File: config.mk
export PLATFORM = sky130hd
export DESIGN_NAME = fnm_modulation_ctrl
export DESIGN_NICKNAME = d
export VERILOG_FILES = /design/src/rtl/fnm_pkg.sv /design/src/rtl/fnm_modulation_ctrl.sv /design/src/rtl/fnm_sigma_delta.sv /design/src/rtl/fnm_gauss.sv
export SDC_FILE = /design/constraint.sdc
export NUM_CORES = 1
export LEC_CHECK = 0
export BUFFER_PORTS_ARGS = -buffer_cell sky130_fd_sc_hd__buf_4
export CAP_MARGIN = 20
export CORE_UTILIZATION = 55
export DETAILED_ROUTE_END_ITERATION = 10
export GPL_ROUTABILITY_DRIVEN = 0
export MAX_ROUTING_LAYER = met4
export PLACE_DENSITY_LB_ADDON = 0.08
export SLEW_MARGIN = 30
export SYNTH_ARGS = -nofsm -noshare
export SYNTH_HDL_FRONTEND = slang
export SYNTH_SLANG_ARGS = --single-unit
File: constraint.sdc
create_clock -name CLOCK -period 15.08 [get_ports CLOCK]
set_clock_uncertainty 0.05 [all_clocks]
set_input_delay 0.754 -clock CLOCK [delete_from_list [all_inputs] [get_ports CLOCK]]
set_output_delay 0.754 -clock CLOCK [all_outputs]
set_load 0.01 [all_outputs]
File: src/rtl/fnm_pkg.sv
// Shared constants and types for the fractional-N modulation controller
package fnm_pkg;
  // Configuration word and holding registers
  localparam int FNM_WORD_W = 24;
  localparam int FNM_HOLD_N = 0;
  localparam int FNM_HOLD_R = 1;
  localparam int FNM_HOLD_M = 2;
  localparam int FNM_HOLD_G = 3;
  // Divider holding register fields
  localparam int FNM_FRAC_LSB = 2;
  localparam int FNM_FRAC_W = 12;
  localparam int FNM_INT_LSB = 14;
  localparam int FNM_INT_W = 8;
  localparam int FNM_PRESC_BIT = 22;
  // Trim holding register field
  localparam int FNM_TRIM_LSB = 2;
  localparam int FNM_TRIM_W = 11;
  // Modulation holding register fields
  localparam int FNM_SEL_LOW_BIT = 2;
  localparam int FNM_SEL_HIGH_BIT = 3;
  localparam int FNM_HIGH_PWR_LSB = 4;
  localparam int FNM_LOW_PWR_LSB = 11;
  localparam int FNM_PWR_W = 7;
  localparam int FNM_EXP_LSB = 18;
  localparam int FNM_EXP_W = 3;
  // Bit-rate holding register fields
  localparam int FNM_DIVF_LSB = 2;
  localparam int FNM_DIVF_W = 8;
  localparam int FNM_INDEX_LSB = 10;
  localparam int FNM_INDEX_W = 7;
  // Divider arithmetic
  localparam int FNM_SD_W = 15;
  localparam int FNM_NTOT_W = 23;
  localparam logic [7:0] FNM_NMIN_P4 = 8'h1F;
  localparam logic [7:0] FNM_NMIN_P8 = 8'h5B;
  localparam logic [7:0] FNM_INT_MAX = 8'hFF;
  // Five-tap binomial Gaussian weights, sum 16
  localparam logic [4:0][3:0] FNM_GAUSS_TAPS = {4'h1, 4'h4, 4'h6, 4'h4, 4'h1};
  localparam logic signed [5:0] FNM_GAUSS_SUM = 6'sh10;
  // Phase comparator rate divider default
  localparam int FNM_PFD_DIV_DEF = 4;
  // Bus register map, byte addresses
  localparam logic [4:0] FNM_ADDR_HOLD_N = 5'h00;
  localparam logic [4:0] FNM_ADDR_CFG = 5'h10;
  localparam logic [4:0] FNM_ADDR_STATUS = 5'h14;
  localparam logic [2:0] FNM_IDX_CFG = 3'h4;
  localparam logic [2:0] FNM_IDX_STATUS = 3'h5;
  localparam logic [2:0] FNM_IDX_NONE = 3'h7;
  localparam logic [1:0] FNM_RESP_OKAY = 2'h0;
  localparam logic [1:0] FNM_RESP_SLVERR = 2'h2;
  // Modulation modes, {high select, low select}
  typedef enum logic [1:0] {
    FNM_MOD_FSK = 2'b00,
    FNM_MOD_GFSK = 2'b01,
    FNM_MOD_ASK = 2'b10,
    FNM_MOD_OOK = 2'b11
  } fnm_mod_t;
  // Bus channel states
  typedef enum logic {FNM_WR_COLLECT = 1'b0, FNM_WR_RESP = 1'b1} fnm_wr_t;
  typedef enum logic {FNM_RD_IDLE = 1'b0, FNM_RD_DATA = 1'b1} fnm_rd_t;
endpackage : fnm_pkg

File: src/rtl/fnm_modulation_ctrl.sv
// Fractional-N divider control and modulation selector with AXI4-Lite access
//
// Added by the designer: the AXI4-Lite interface to the registers and the placing of the registers.
`timescale 1ns/1ns
`default_nettype none
//
// Contract
// - Sigma-delta divider with fifteen-bit fractional resolution
// - Fraction plus signed eleven-bit trim forms value
// - Prescaler 4/5 or 8/9, minimum P squared+3P+3
// - Eight-bit integer part, up to 255
// - Largest integer plus fraction approaches 256
// - Fraction step equals comparison rate over 4096
// - Trim is two's complement, resets to zero
// - FSK shifts centre by deviation per bit
// - FSK deviation is seven-bit number, 1..127
// - Both select bits zero selects FSK
// - GFSK bits pass a Gaussian pre-filter
// - GFSK bit clock out; host syncs data
// - GFSK deviation is two to exponent
// - Bit rate is rate over factor times index
// - ASK picks low or high power code
// - High select one, low zero selects ASK
// - OOK drives high code or switches off
// - Both select bits one selects OOK
// - Twenty-four-bit words shifted MSB first, latched
// - Two word LSBs choose holding register
module fnm_modulation_ctrl
  import fnm_pkg::*;
#(
  parameter int PFD_DIV = FNM_PFD_DIV_DEF
) (
  input wire logic CLOCK,
  input wire logic RST_N,
  input wire logic SER_CLK,
  input wire logic SER_DATA,
  input wire logic LATCH_STROBE,
  input wire logic TRANSMIT_BIT_IN,
  input wire logic [4:0] S_AXI_AWADDR,
  input wire logic S_AXI_AWVALID,
  output logic S_AXI_AWREADY,
  input wire logic [31:0] S_AXI_WDATA,
  input wire logic [3:0] S_AXI_WSTRB,
  input wire logic S_AXI_WVALID,
  output logic S_AXI_WREADY,
  output logic [1:0] S_AXI_BRESP,
  output logic S_AXI_BVALID,
  input wire logic S_AXI_BREADY,
  input wire logic [4:0] S_AXI_ARADDR,
  input wire logic S_AXI_ARVALID,
  output logic S_AXI_ARREADY,
  output logic [31:0] S_AXI_RDATA,
  output logic [1:0] S_AXI_RRESP,
  output logic S_AXI_RVALID,
  input wire logic S_AXI_RREADY,
  output logic TRANSMIT_BIT_CLOCK,
  output logic [FNM_NTOT_W-1:0] N_TOTAL,
  output logic [6:0] FB_COUNT_B,
  output logic [2:0] FB_COUNT_A,
  output logic PRESC_EIGHT,
  output logic [6:0] POWER_CODE,
  output logic OUTPUT_STAGE_ON
);
  // Refuse a divider that cannot produce a tick
  if (PFD_DIV < 1 || PFD_DIV > 255) begin : g_bad_pfd_div
    $error("PFD_DIV must lie in 1..255");
  end

  // Whole state of the block
  typedef struct packed {
    logic sclk_s1, sclk_s2, sclk_d;   // Serial clock sync and edge
    logic sdat_s1, sdat_s2;           // Serial data sync
    logic le_s1, le_s2, le_d;         // Latch strobe sync and edge
    logic txd_s1, txd_s2;             // Transmit bit sync
    logic [FNM_WORD_W-1:0] shift;     // Incoming word
    logic [3:0][FNM_WORD_W-1:0] hold; // Holding registers
    logic [7:0] pfd_cnt;              // Comparison rate divider
    logic pfd_tick;
    logic [7:0] smp_cnt;              // Divider factor counter
    logic smp_tick;
    logic [6:0] idx_cnt;              // Index counter within a bit
    logic tx_bit;                     // GFSK bit sampled on the bit clock
    logic bit_clk;
    logic [FNM_NTOT_W-1:0] n_total;
    logic clamped;
    logic [6:0] fb_b;
    logic [2:0] fb_a;
    logic presc8;
    logic [6:0] power;
    logic stage_on;
    fnm_wr_t wr_state;
    logic aw_got, w_got, awready, wready;
    logic [4:0] aw_addr;
    logic [31:0] wdata;
    logic [3:0] wstrb;
    logic bvalid;
    logic [1:0] bresp;
    fnm_rd_t rd_state;
    logic arready, rvalid;
    logic [31:0] rdata;
    logic [1:0] rresp;
  } fnm_state_t;

  fnm_state_t st;
  fnm_state_t next_st;

  // Word-aligned decode of a bus address, used for reads and writes
  function automatic logic [2:0] fnm_reg_idx(input logic [4:0] addr);
    logic [2:0] idx;
    idx = FNM_IDX_NONE;
    if (addr[1:0] == 2'b00 && addr[4:2] <= FNM_IDX_STATUS) begin
      idx = addr[4:2];
    end
    return idx;
  endfunction : fnm_reg_idx

  // Decoded settings and divide arithmetic
  fnm_mod_t mode;
  logic [FNM_FRAC_W-1:0] frac;
  logic [FNM_INT_W-1:0] int_part;
  logic [FNM_TRIM_W-1:0] trim;
  logic [6:0] high_code;
  logic [6:0] low_code;
  logic [2:0] dev_exp;
  logic [7:0] divf;
  logic [6:0] index_val;
  logic [6:0] half_idx;
  logic [7:0] nmin;
  logic data_bit;
  logic signed [8:0] dev;
  logic signed [14:0] gprod;
  logic [25:0] base;
  logic [25:0] tot;
  logic [25:0] tot_min;
  logic [25:0] tot_max;
  logic [2:0] wr_idx;
  logic [2:0] rd_idx;
  logic [8:0] sd_n_inst;
  logic signed [5:0] g_level;

  // Sigma-delta modulus sequence, stepped at the comparison rate
  fnm_sigma_delta u_sd (
    .clk(CLOCK),
    .rst_n(RST_N),
    .en(st.pfd_tick),
    .n_total(st.n_total),
    .n_inst(sd_n_inst)
  );

  // Gaussian shaping, oversampled at comparison rate over divider factor
  fnm_gauss u_gauss (
    .clk(CLOCK),
    .rst_n(RST_N),
    .en(st.smp_tick),
    .bit_in(st.tx_bit),
    .level(g_level)
  );

  // Next-state logic
  always_comb begin
    next_st = st;
    // Field views, taken only from the holding registers
    mode = fnm_mod_t'({st.hold[FNM_HOLD_M][FNM_SEL_HIGH_BIT], st.hold[FNM_HOLD_M][FNM_SEL_LOW_BIT]});
    frac = st.hold[FNM_HOLD_N][FNM_FRAC_LSB +: FNM_FRAC_W];
    int_part = st.hold[FNM_HOLD_N][FNM_INT_LSB +: FNM_INT_W];
    trim = st.hold[FNM_HOLD_R][FNM_TRIM_LSB +: FNM_TRIM_W];
    high_code = st.hold[FNM_HOLD_M][FNM_HIGH_PWR_LSB +: FNM_PWR_W];
    low_code = st.hold[FNM_HOLD_M][FNM_LOW_PWR_LSB +: FNM_PWR_W];
    dev_exp = st.hold[FNM_HOLD_M][FNM_EXP_LSB +: FNM_EXP_W];
    divf = st.hold[FNM_HOLD_G][FNM_DIVF_LSB +: FNM_DIVF_W];
    index_val = st.hold[FNM_HOLD_G][FNM_INDEX_LSB +: FNM_INDEX_W];
    half_idx = 7'((8'(index_val) + 8'h01) >> 1);
    nmin = st.presc8 ? FNM_NMIN_P8 : FNM_NMIN_P4;
    // Synchronisers, first stage read only by the second
    next_st.sclk_s1 = SER_CLK;
    next_st.sclk_s2 = st.sclk_s1;
    next_st.sclk_d = st.sclk_s2;
    next_st.sdat_s1 = SER_DATA;
    next_st.sdat_s2 = st.sdat_s1;
    next_st.le_s1 = LATCH_STROBE;
    next_st.le_s2 = st.le_s1;
    next_st.le_d = st.le_s2;
    next_st.txd_s1 = TRANSMIT_BIT_IN;
    next_st.txd_s2 = st.txd_s1;
    // Shift MSB first on serial clock rising edge
    if (st.sclk_s2 && !st.sclk_d) begin
      next_st.shift = {st.shift[FNM_WORD_W-2:0], st.sdat_s2};
    end
    // Latch strobe rising edge moves the word to its holding register
    if (st.le_s2 && !st.le_d) begin
      next_st.hold[st.shift[1:0]] = st.shift;
    end
    // Comparison rate tick
    next_st.pfd_tick = 1'b0;
    if (st.pfd_cnt == 8'(PFD_DIV - 1)) begin
      next_st.pfd_cnt = 8'h00;
      next_st.pfd_tick = 1'b1;
    end else begin
      next_st.pfd_cnt = st.pfd_cnt + 8'h01;
    end
    // Divider factor tick, a zero factor acts as one
    next_st.smp_tick = 1'b0;
    if (st.pfd_tick) begin
      if (divf == 8'h00 || st.smp_cnt >= divf - 8'h01) begin
        next_st.smp_cnt = 8'h00;
        next_st.smp_tick = 1'b1;
      end else begin
        next_st.smp_cnt = st.smp_cnt + 8'h01;
      end
    end
    // Index counter paces bits; clock high in first half of each bit
    if (st.smp_tick) begin
      if (index_val == 7'h00 || st.idx_cnt >= index_val - 7'h01) begin
        next_st.idx_cnt = 7'h00;
        next_st.tx_bit = st.txd_s2;
      end else begin
        next_st.idx_cnt = st.idx_cnt + 7'h01;
      end
      next_st.bit_clk = next_st.idx_cnt < half_idx;
    end
    // Deviation in units of the fraction step
    data_bit = (mode == FNM_MOD_GFSK) ? st.tx_bit : st.txd_s2;
    gprod = $signed({6'h00, 9'(9'h001 << dev_exp)}) * 15'(g_level);
    dev = 9'sh000;
    case (mode)
      FNM_MOD_FSK: begin
        dev = data_bit ? $signed({2'b00, low_code}) : -$signed({2'b00, low_code});
      end
      FNM_MOD_GFSK: begin
        dev = 9'(gprod >>> 4);
      end
      default: begin
        dev = 9'sh000;
      end
    endcase
    // Total divide in 2^-15 units: integer, fraction, trim, deviation
    base = {3'b000, int_part, 15'h0000} + {11'h000, frac, 3'b000}
         + {{15{trim[FNM_TRIM_W-1]}}, trim};
    tot = base + {{14{dev[8]}}, dev, 3'b000};
    tot_min = {3'b000, nmin, 15'h0000};
    tot_max = {3'b000, FNM_INT_MAX, 15'h7FFF};
    next_st.clamped = 1'b1;
    if ($signed(tot) < $signed(tot_min)) begin
      next_st.n_total = tot_min[FNM_NTOT_W-1:0];
    end else if ($signed(tot) > $signed(tot_max)) begin
      next_st.n_total = tot_max[FNM_NTOT_W-1:0];
    end else begin
      next_st.n_total = tot[FNM_NTOT_W-1:0];
      next_st.clamped = 1'b0;
    end
    // Dual-modulus split of the current modulus
    next_st.presc8 = st.hold[FNM_HOLD_N][FNM_PRESC_BIT];
    next_st.fb_b = st.presc8 ? 7'(sd_n_inst >> 3) : 7'(sd_n_inst >> 2);
    next_st.fb_a = st.presc8 ? sd_n_inst[2:0] : {1'b0, sd_n_inst[1:0]};
    // Output stage power code
    case (mode)
      FNM_MOD_ASK: begin
        next_st.power = data_bit ? high_code : low_code;
        next_st.stage_on = 1'b1;
      end
      FNM_MOD_OOK: begin
        next_st.power = data_bit ? high_code : 7'h00;
        next_st.stage_on = data_bit;
      end
      default: begin
        next_st.power = high_code;
        next_st.stage_on = 1'b1;
      end
    endcase
    // Bus write: address and data in either order
    if (S_AXI_AWVALID && st.awready) begin
      next_st.aw_got = 1'b1;
      next_st.aw_addr = S_AXI_AWADDR;
    end
    if (S_AXI_WVALID && st.wready) begin
      next_st.w_got = 1'b1;
      next_st.wdata = S_AXI_WDATA;
      next_st.wstrb = S_AXI_WSTRB;
    end
    wr_idx = fnm_reg_idx(st.aw_addr);
    case (st.wr_state)
      FNM_WR_COLLECT: begin
        if (st.aw_got && st.w_got) begin
          next_st.aw_got = 1'b0;
          next_st.w_got = 1'b0;
          next_st.bvalid = 1'b1;
          next_st.wr_state = FNM_WR_RESP;
          next_st.bresp = FNM_RESP_SLVERR;
          // Direct word load, behaves as a latch event
          if (wr_idx == FNM_IDX_CFG && st.wstrb[2:0] == 3'b111) begin
            next_st.hold[st.wdata[1:0]] = st.wdata[FNM_WORD_W-1:0];
            next_st.bresp = FNM_RESP_OKAY;
          end
        end
      end
      FNM_WR_RESP: begin
        if (S_AXI_BREADY) begin
          next_st.bvalid = 1'b0;
          next_st.wr_state = FNM_WR_COLLECT;
        end
      end
      default: begin
        next_st.wr_state = FNM_WR_COLLECT;
      end
    endcase
    next_st.awready = !next_st.aw_got && next_st.wr_state == FNM_WR_COLLECT;
    next_st.wready = !next_st.w_got && next_st.wr_state == FNM_WR_COLLECT;
    // Bus read: data registered on the same edge that takes the address
    rd_idx = fnm_reg_idx(S_AXI_ARADDR);
    case (st.rd_state)
      FNM_RD_IDLE: begin
        if (S_AXI_ARVALID && st.arready) begin
          next_st.rvalid = 1'b1;
          next_st.rd_state = FNM_RD_DATA;
          next_st.rresp = FNM_RESP_OKAY;
          next_st.rdata = 32'h0000_0000;
          if (rd_idx < FNM_IDX_CFG) begin
            next_st.rdata = {8'h00, st.hold[rd_idx[1:0]]};
          end else if (rd_idx == FNM_IDX_CFG) begin
            next_st.rdata = {8'h00, st.shift};
          end else if (rd_idx == FNM_IDX_STATUS) begin
            next_st.rdata = {7'h00, sd_n_inst, 8'h00, 1'b0, st.bit_clk, st.clamped,
                             st.txd_s2, st.tx_bit, st.presc8, mode};
          end else begin
            next_st.rresp = FNM_RESP_SLVERR;
          end
        end
      end
      FNM_RD_DATA: begin
        if (S_AXI_RREADY) begin
          next_st.rvalid = 1'b0;
          next_st.rd_state = FNM_RD_IDLE;
        end
      end
      default: begin
        next_st.rd_state = FNM_RD_IDLE;
      end
    endcase
    next_st.arready = next_st.rd_state == FNM_RD_IDLE;
  end

  // State register
  always_ff @(posedge CLOCK or negedge RST_N) begin
    if (!RST_N) begin
      st <= '0;
    end else begin
      st <= next_st;
    end
  end

  // Outputs straight from state
  assign S_AXI_AWREADY = st.awready;
  assign S_AXI_WREADY = st.wready;
  assign S_AXI_BVALID = st.bvalid;
  assign S_AXI_BRESP = st.bresp;
  assign S_AXI_ARREADY = st.arready;
  assign S_AXI_RVALID = st.rvalid;
  assign S_AXI_RDATA = st.rdata;
  assign S_AXI_RRESP = st.rresp;
  assign TRANSMIT_BIT_CLOCK = st.bit_clk;
  assign N_TOTAL = st.n_total;
  assign FB_COUNT_B = st.fb_b;
  assign FB_COUNT_A = st.fb_a;
  assign PRESC_EIGHT = st.presc8;
  assign POWER_CODE = st.power;
  assign OUTPUT_STAGE_ON = st.stage_on;

  // Checks
  chk_ask_power_code: assert property (@(posedge CLOCK) disable iff (!RST_N)
    (mode == FNM_MOD_ASK) |=> (POWER_CODE == ($past(st.txd_s2) ? $past(high_code) : $past(low_code))))
    else $error("ASK power code does not follow the transmit bit");
  chk_ook_stage_off: assert property (@(posedge CLOCK) disable iff (!RST_N)
    (mode == FNM_MOD_OOK && !st.txd_s2) |=> (!OUTPUT_STAGE_ON && POWER_CODE == 7'h00))
    else $error("OOK stage not off for a zero bit");
  chk_fsk_direction: assert property (@(posedge CLOCK) disable iff (!RST_N)
    (mode == FNM_MOD_FSK && low_code != 7'h00 && !next_st.clamped)
    |=> ((N_TOTAL > $past(base[FNM_NTOT_W-1:0])) == $past(st.txd_s2)))
    else $error("FSK shift direction wrong");
  chk_min_divide: assert property (@(posedge CLOCK) disable iff (!RST_N)
    $past(RST_N) |-> (N_TOTAL[FNM_NTOT_W-1:FNM_SD_W] >= ($past(st.presc8) ? FNM_NMIN_P8 : FNM_NMIN_P4)))
    else $error("Divide below prescaler minimum");
  chk_latch_only: assert property (@(posedge CLOCK) disable iff (!RST_N)
    !$stable(st.hold) |-> $past(st.le_s2 && !st.le_d) || $past(st.wr_state == FNM_WR_COLLECT
      && st.aw_got && st.w_got && fnm_reg_idx(st.aw_addr) == FNM_IDX_CFG))
    else $error("Holding register changed without a latch event");
  chk_shift_msb: assert property (@(posedge CLOCK) disable iff (!RST_N)
    (st.sclk_s2 && !st.sclk_d) |=> (st.shift[0] == $past(st.sdat_s2)
      && st.shift[FNM_WORD_W-1:1] == $past(st.shift[FNM_WORD_W-2:0])))
    else $error("Serial word not shifted MSB first");
  chk_bit_clock_rise: assert property (@(posedge CLOCK) disable iff (!RST_N)
    (st.smp_tick && index_val != 7'h00 && next_st.idx_cnt == 7'h00)
    |=> (TRANSMIT_BIT_CLOCK && st.tx_bit == $past(st.txd_s2)))
    else $error("Bit clock not raised with a new bit");
  chk_write_resp: assert property (@(posedge CLOCK) disable iff (!RST_N)
    (st.wr_state == FNM_WR_COLLECT && st.aw_got && st.w_got) |=> S_AXI_BVALID ##0 !S_AXI_AWREADY)
    else $error("Write response missing");
endmodule : fnm_modulation_ctrl
`default_nettype wire

File: src/rtl/fnm_sigma_delta.sv
// First-order sigma-delta modulus generator for the feedback divider
`timescale 1ns/1ns
`default_nettype none
module fnm_sigma_delta
  import fnm_pkg::*;
(
  input wire logic clk,
  input wire logic rst_n,
  input wire logic en,
  input wire logic [FNM_NTOT_W-1:0] n_total,
  output logic [8:0] n_inst
);
  // Accumulator and current modulus
  typedef struct packed {
    logic [FNM_SD_W-1:0] acc;
    logic [8:0] n_inst;
  } fnm_sd_t;

  fnm_sd_t st;
  fnm_sd_t next_st;
  logic [FNM_SD_W:0] sum; // Fraction sum with carry

  // Carry out of the 15-bit accumulator adds one to the integer
  always_comb begin
    next_st = st;
    sum = {1'b0, st.acc} + {1'b0, n_total[FNM_SD_W-1:0]};
    if (en) begin
      next_st.acc = sum[FNM_SD_W-1:0];
      next_st.n_inst = {1'b0, n_total[FNM_NTOT_W-1:FNM_SD_W]} + {8'h00, sum[FNM_SD_W]};
    end
  end

  // State register
  always_ff @(posedge clk or negedge rst_n) begin
    if (!rst_n) begin
      st <= '0;
    end else begin
      st <= next_st;
    end
  end

  assign n_inst = st.n_inst;
endmodule : fnm_sigma_delta
`default_nettype wire

File: src/rtl/fnm_gauss.sv
// Five-tap Gaussian pre-filter for the transmit bit stream
`timescale 1ns/1ns
`default_nettype none
module fnm_gauss
  import fnm_pkg::*;
(
  input wire logic clk,
  input wire logic rst_n,
  input wire logic en,
  input wire logic bit_in,
  output logic signed [5:0] level
);
  // Sample history and filtered level
  typedef struct packed {
    logic [4:0] taps;
    logic signed [5:0] level;
  } fnm_gauss_t;

  fnm_gauss_t st;
  fnm_gauss_t next_st;
  logic [5:0] weight; // Weight of the ones in the window

  // Level spans -16 to +16 for all zeros to all ones
  always_comb begin
    next_st = st;
    weight = 6'h00;
    if (en) begin
      next_st.taps = {st.taps[3:0], bit_in};
    end
    for (int i = 0; i < 5; i++) begin
      if (next_st.taps[i]) begin
        weight = weight + {2'b00, FNM_GAUSS_TAPS[i]};
      end
    end
    if (en) begin
      next_st.level = $signed({weight[4:0], 1'b0}) - FNM_GAUSS_SUM;
    end
  end

  // State register, starts at the all-zero level
  always_ff @(posedge clk or negedge rst_n) begin
    if (!rst_n) begin
      st <= '{taps: 5'h00, level: -6'sh10};
    end else begin
      st <= next_st;
    end
  end

  assign level = st.level;
endmodule : fnm_gauss
`default_nettype wire

==> run metrics <==
status=finished, final reports clean; Seq cells post-synth=302; Die Width=184.7 um; final setup fails=0; H-tree depth=2; gr usage total=28.03%; starting density of the core=56.11%; Hold Vio Cnt, Final=0; CP Class=reg2reg; clock tree buffer depth=3; WL final=44960 um; HP Class=in2async; CTS sink count=302; clock slew at reported path FFs=0.06 ns; prevailing post-synth register cell=dfrtp_1; Setup WS post-layout=6.355 ns; Site Rows=66; Final period util=57.86%; share of layout cells above drive strength 1=16.76%; Crit-path slowest cell=a2111oi_0; first-pass GRT wire length=71820 um; Synth top area share=40.91%; post-synthesis instance total=1837; fmax=114.6 MHz; core area=0.03270 mm2; HPWL Detailed=31700 um; CTS root buffer=clkbuf_16; RSZ-0062 raised after global routing=no; leakage=0.009505 uW; Port Buf Inserts=122; drt first pass iters=5; Area growth syn-to-layout=10.52%; pwr dens=199.9 mW/mm2; worst-skew pair later-pin latency=0.52 ns; EDFF count, synth=0; WL/cell=19.37 um; die area=0.03410 mm2; synthesized cell area=0.01835 mm2; reg-to-reg critical path startpoint=dev_exp[1]; Setup Buffers After CTS=0; remaining antenna violation count=0; vias=13450; vias per cell=5.793; worst reg2reg path depth=28; NumNets Final=2057; worst slack, placed=6.395 ns; sequential fraction of the synthesis area=41.20%; Max transition margin=41.38%; antenna cell count=0; Synth area leaders=dfrtp_1 (41%), ha_1 (6.9%), mux2_2 (5.3%), mux2i_1 (5.1%), fa_1 (4.6%); Async SR Flop Fraction=100.0%; Sum Neg Setup Slack=0 ns; most frequent cells in the layout=dfrtp_1 (299), nor2_1 (173), a21oi_1 (153); cts bufs inserted=35; number of global-route vias before repair=13030; initial antenna violation count=0; Worst IR Drop VDD=0.1000 mV; grt total ovfl=0; syn_area_per_cell=9.988 um2; CP endpoint kind=flop; crit path time final=8.725 ns; Required @ worst endpoint=15.39 ns; Synth cell types=70; PostCTS Resize Cnt=0; Post-CTS Hold Buffers=0; io pins=141; CTS tree=yes; yosys warns=0; crit path launch type=flop; die height=184.7 um; Max Slew Vio Count=0; Critical Path AT=9.03 ns; Levels on crit path=28; Crit. Startpoint=dev_exp[1]; Setup crit end=N_TOTAL[17]; Max Fanout on Critical Path=15; r2r endpoint=N_TOTAL[17]; commonest non-fill, non-tap cell in the layout=dfrtp_1; Critical path buffers and inverters=1; Max stage delay on crit path=0.68 ns; Iter 0 DRT Violations=881; R2R Setup Slk=6.35 ns; cell accounting for the most synthesized area=dfrtp_1; Worst Tran Pin Value=0.8774 ns; Max Cap Viol=0; delay-heaviest family, CP=compound AO/OA/AOI/OAI gates; Residual DRC=0; largest net degree at the start of global routing=116
[Yosys cell counts, types with 19 or more instances]
cell and n:
dfrtp_1 300, nor2_1 177, a21oi_1 153, nand2_1 139
ha_1 101, mux2i_1 94, mux2_2 86, clkbuf_1 85
buf_4 76, o21ai_0 72, inv_1 60, xnor2_1 49
fa_1 42, a211oi_1 34, nor2b_1 33, xor2_1 33
a31oi_1 30, a21o_1 29, nand3_1 28, and2_1 25
nor3_1 19
[registers in the layout, indices dropped and copies added (netlist names), 8 cells and up]
name	flops
N_TOTAL	23
st	132
frac	12
int_part	8
u_sd.st	15
u_sd.n_inst	9
S_AXI_RDATA	25
divf	8
[per-stage QoR]
step	power, uW	area (um2)	hold WS [ns]	cells	util [%]
6_report	4054	20280	0.2462	2321	62.01
5_1_grt	4353	20280	0.2744	2321	62.01
4_1_cts	4066	20260	0.2733	2321	61.96
3_5_place_dp	3208	19130	0.2865	2262	58.50
3_3_place_gp	3152	19110	0.2854	2262	58.45
2_1_floorplan	2715	18380	0.2812	1846	-
[metal layers]
| metal | part of all wire (%) | vias up | global-route usage, % | wire [um] |
|---|---|---|---|---|
| li1 | - | 6383 | - | - |
| met1 | 46 | 6593 | 38.59 | 20660 |
| met2 | 46 | 399 | 43.43 | 20670 |
| met3 | 5.8 | 70 | 3.853 | 2588 |
| met4 | 2.3 | 0 | 7.901 | 1045 |
| met5 | 0 | - | - | 0 |
[how the worst min path moves through the flow]
stage	start	endpoint	slack, ns	cells past startpoint
floorplan	next_st[279]	next_st[278]	0.28	0
global placement	next_st[281]	st[281]	0.29	0
detailed placement	next_st[279]	next_st[278]	0.29	0
CTS	TRANSMIT_BIT_IN	next_st[276]	0.27	1
global route	TRANSMIT_BIT_IN	next_st[276]	0.27	1
finish	RST_N	st[154]	0.25	1
[area by class of cell]
cell class                 instances  area (um2)
clock buffer                      47       992.2
clock inverter                    12       140.1
fill                            2825       12420
inverter                          61       229.0
multi-input combinational       1316        9734
sequential                       302        7561
tap                              442       553.0
timing repair buffer             141        1070
[where the power goes]
part / internal [uW] / leakage [uW] / switching (uW)
clock network: 498 / 0.000559 / 337
registers: 1080 / 0.00383 / 323
logic: 819 / 0.00511 / 998
[logic make-up (layout without fill, tap and decap cells)]
family / Yosys count / after routing / share of synthesized area, %
simple gates: 503 / 503 / 12.85
fa+ha+maj: 143 / 143 / 11.47
other cells: 1 / 10 / 0.02044
mux: 180 / 180 / 10.41
compound gates: 398 / 398 / 13.84
buf+inv: 228 / 261 / 6.308
flops: 302 / 302 / 41.20
xor+xnor: 82 / 82 / 3.914
(Power assumes the default switching activity.)
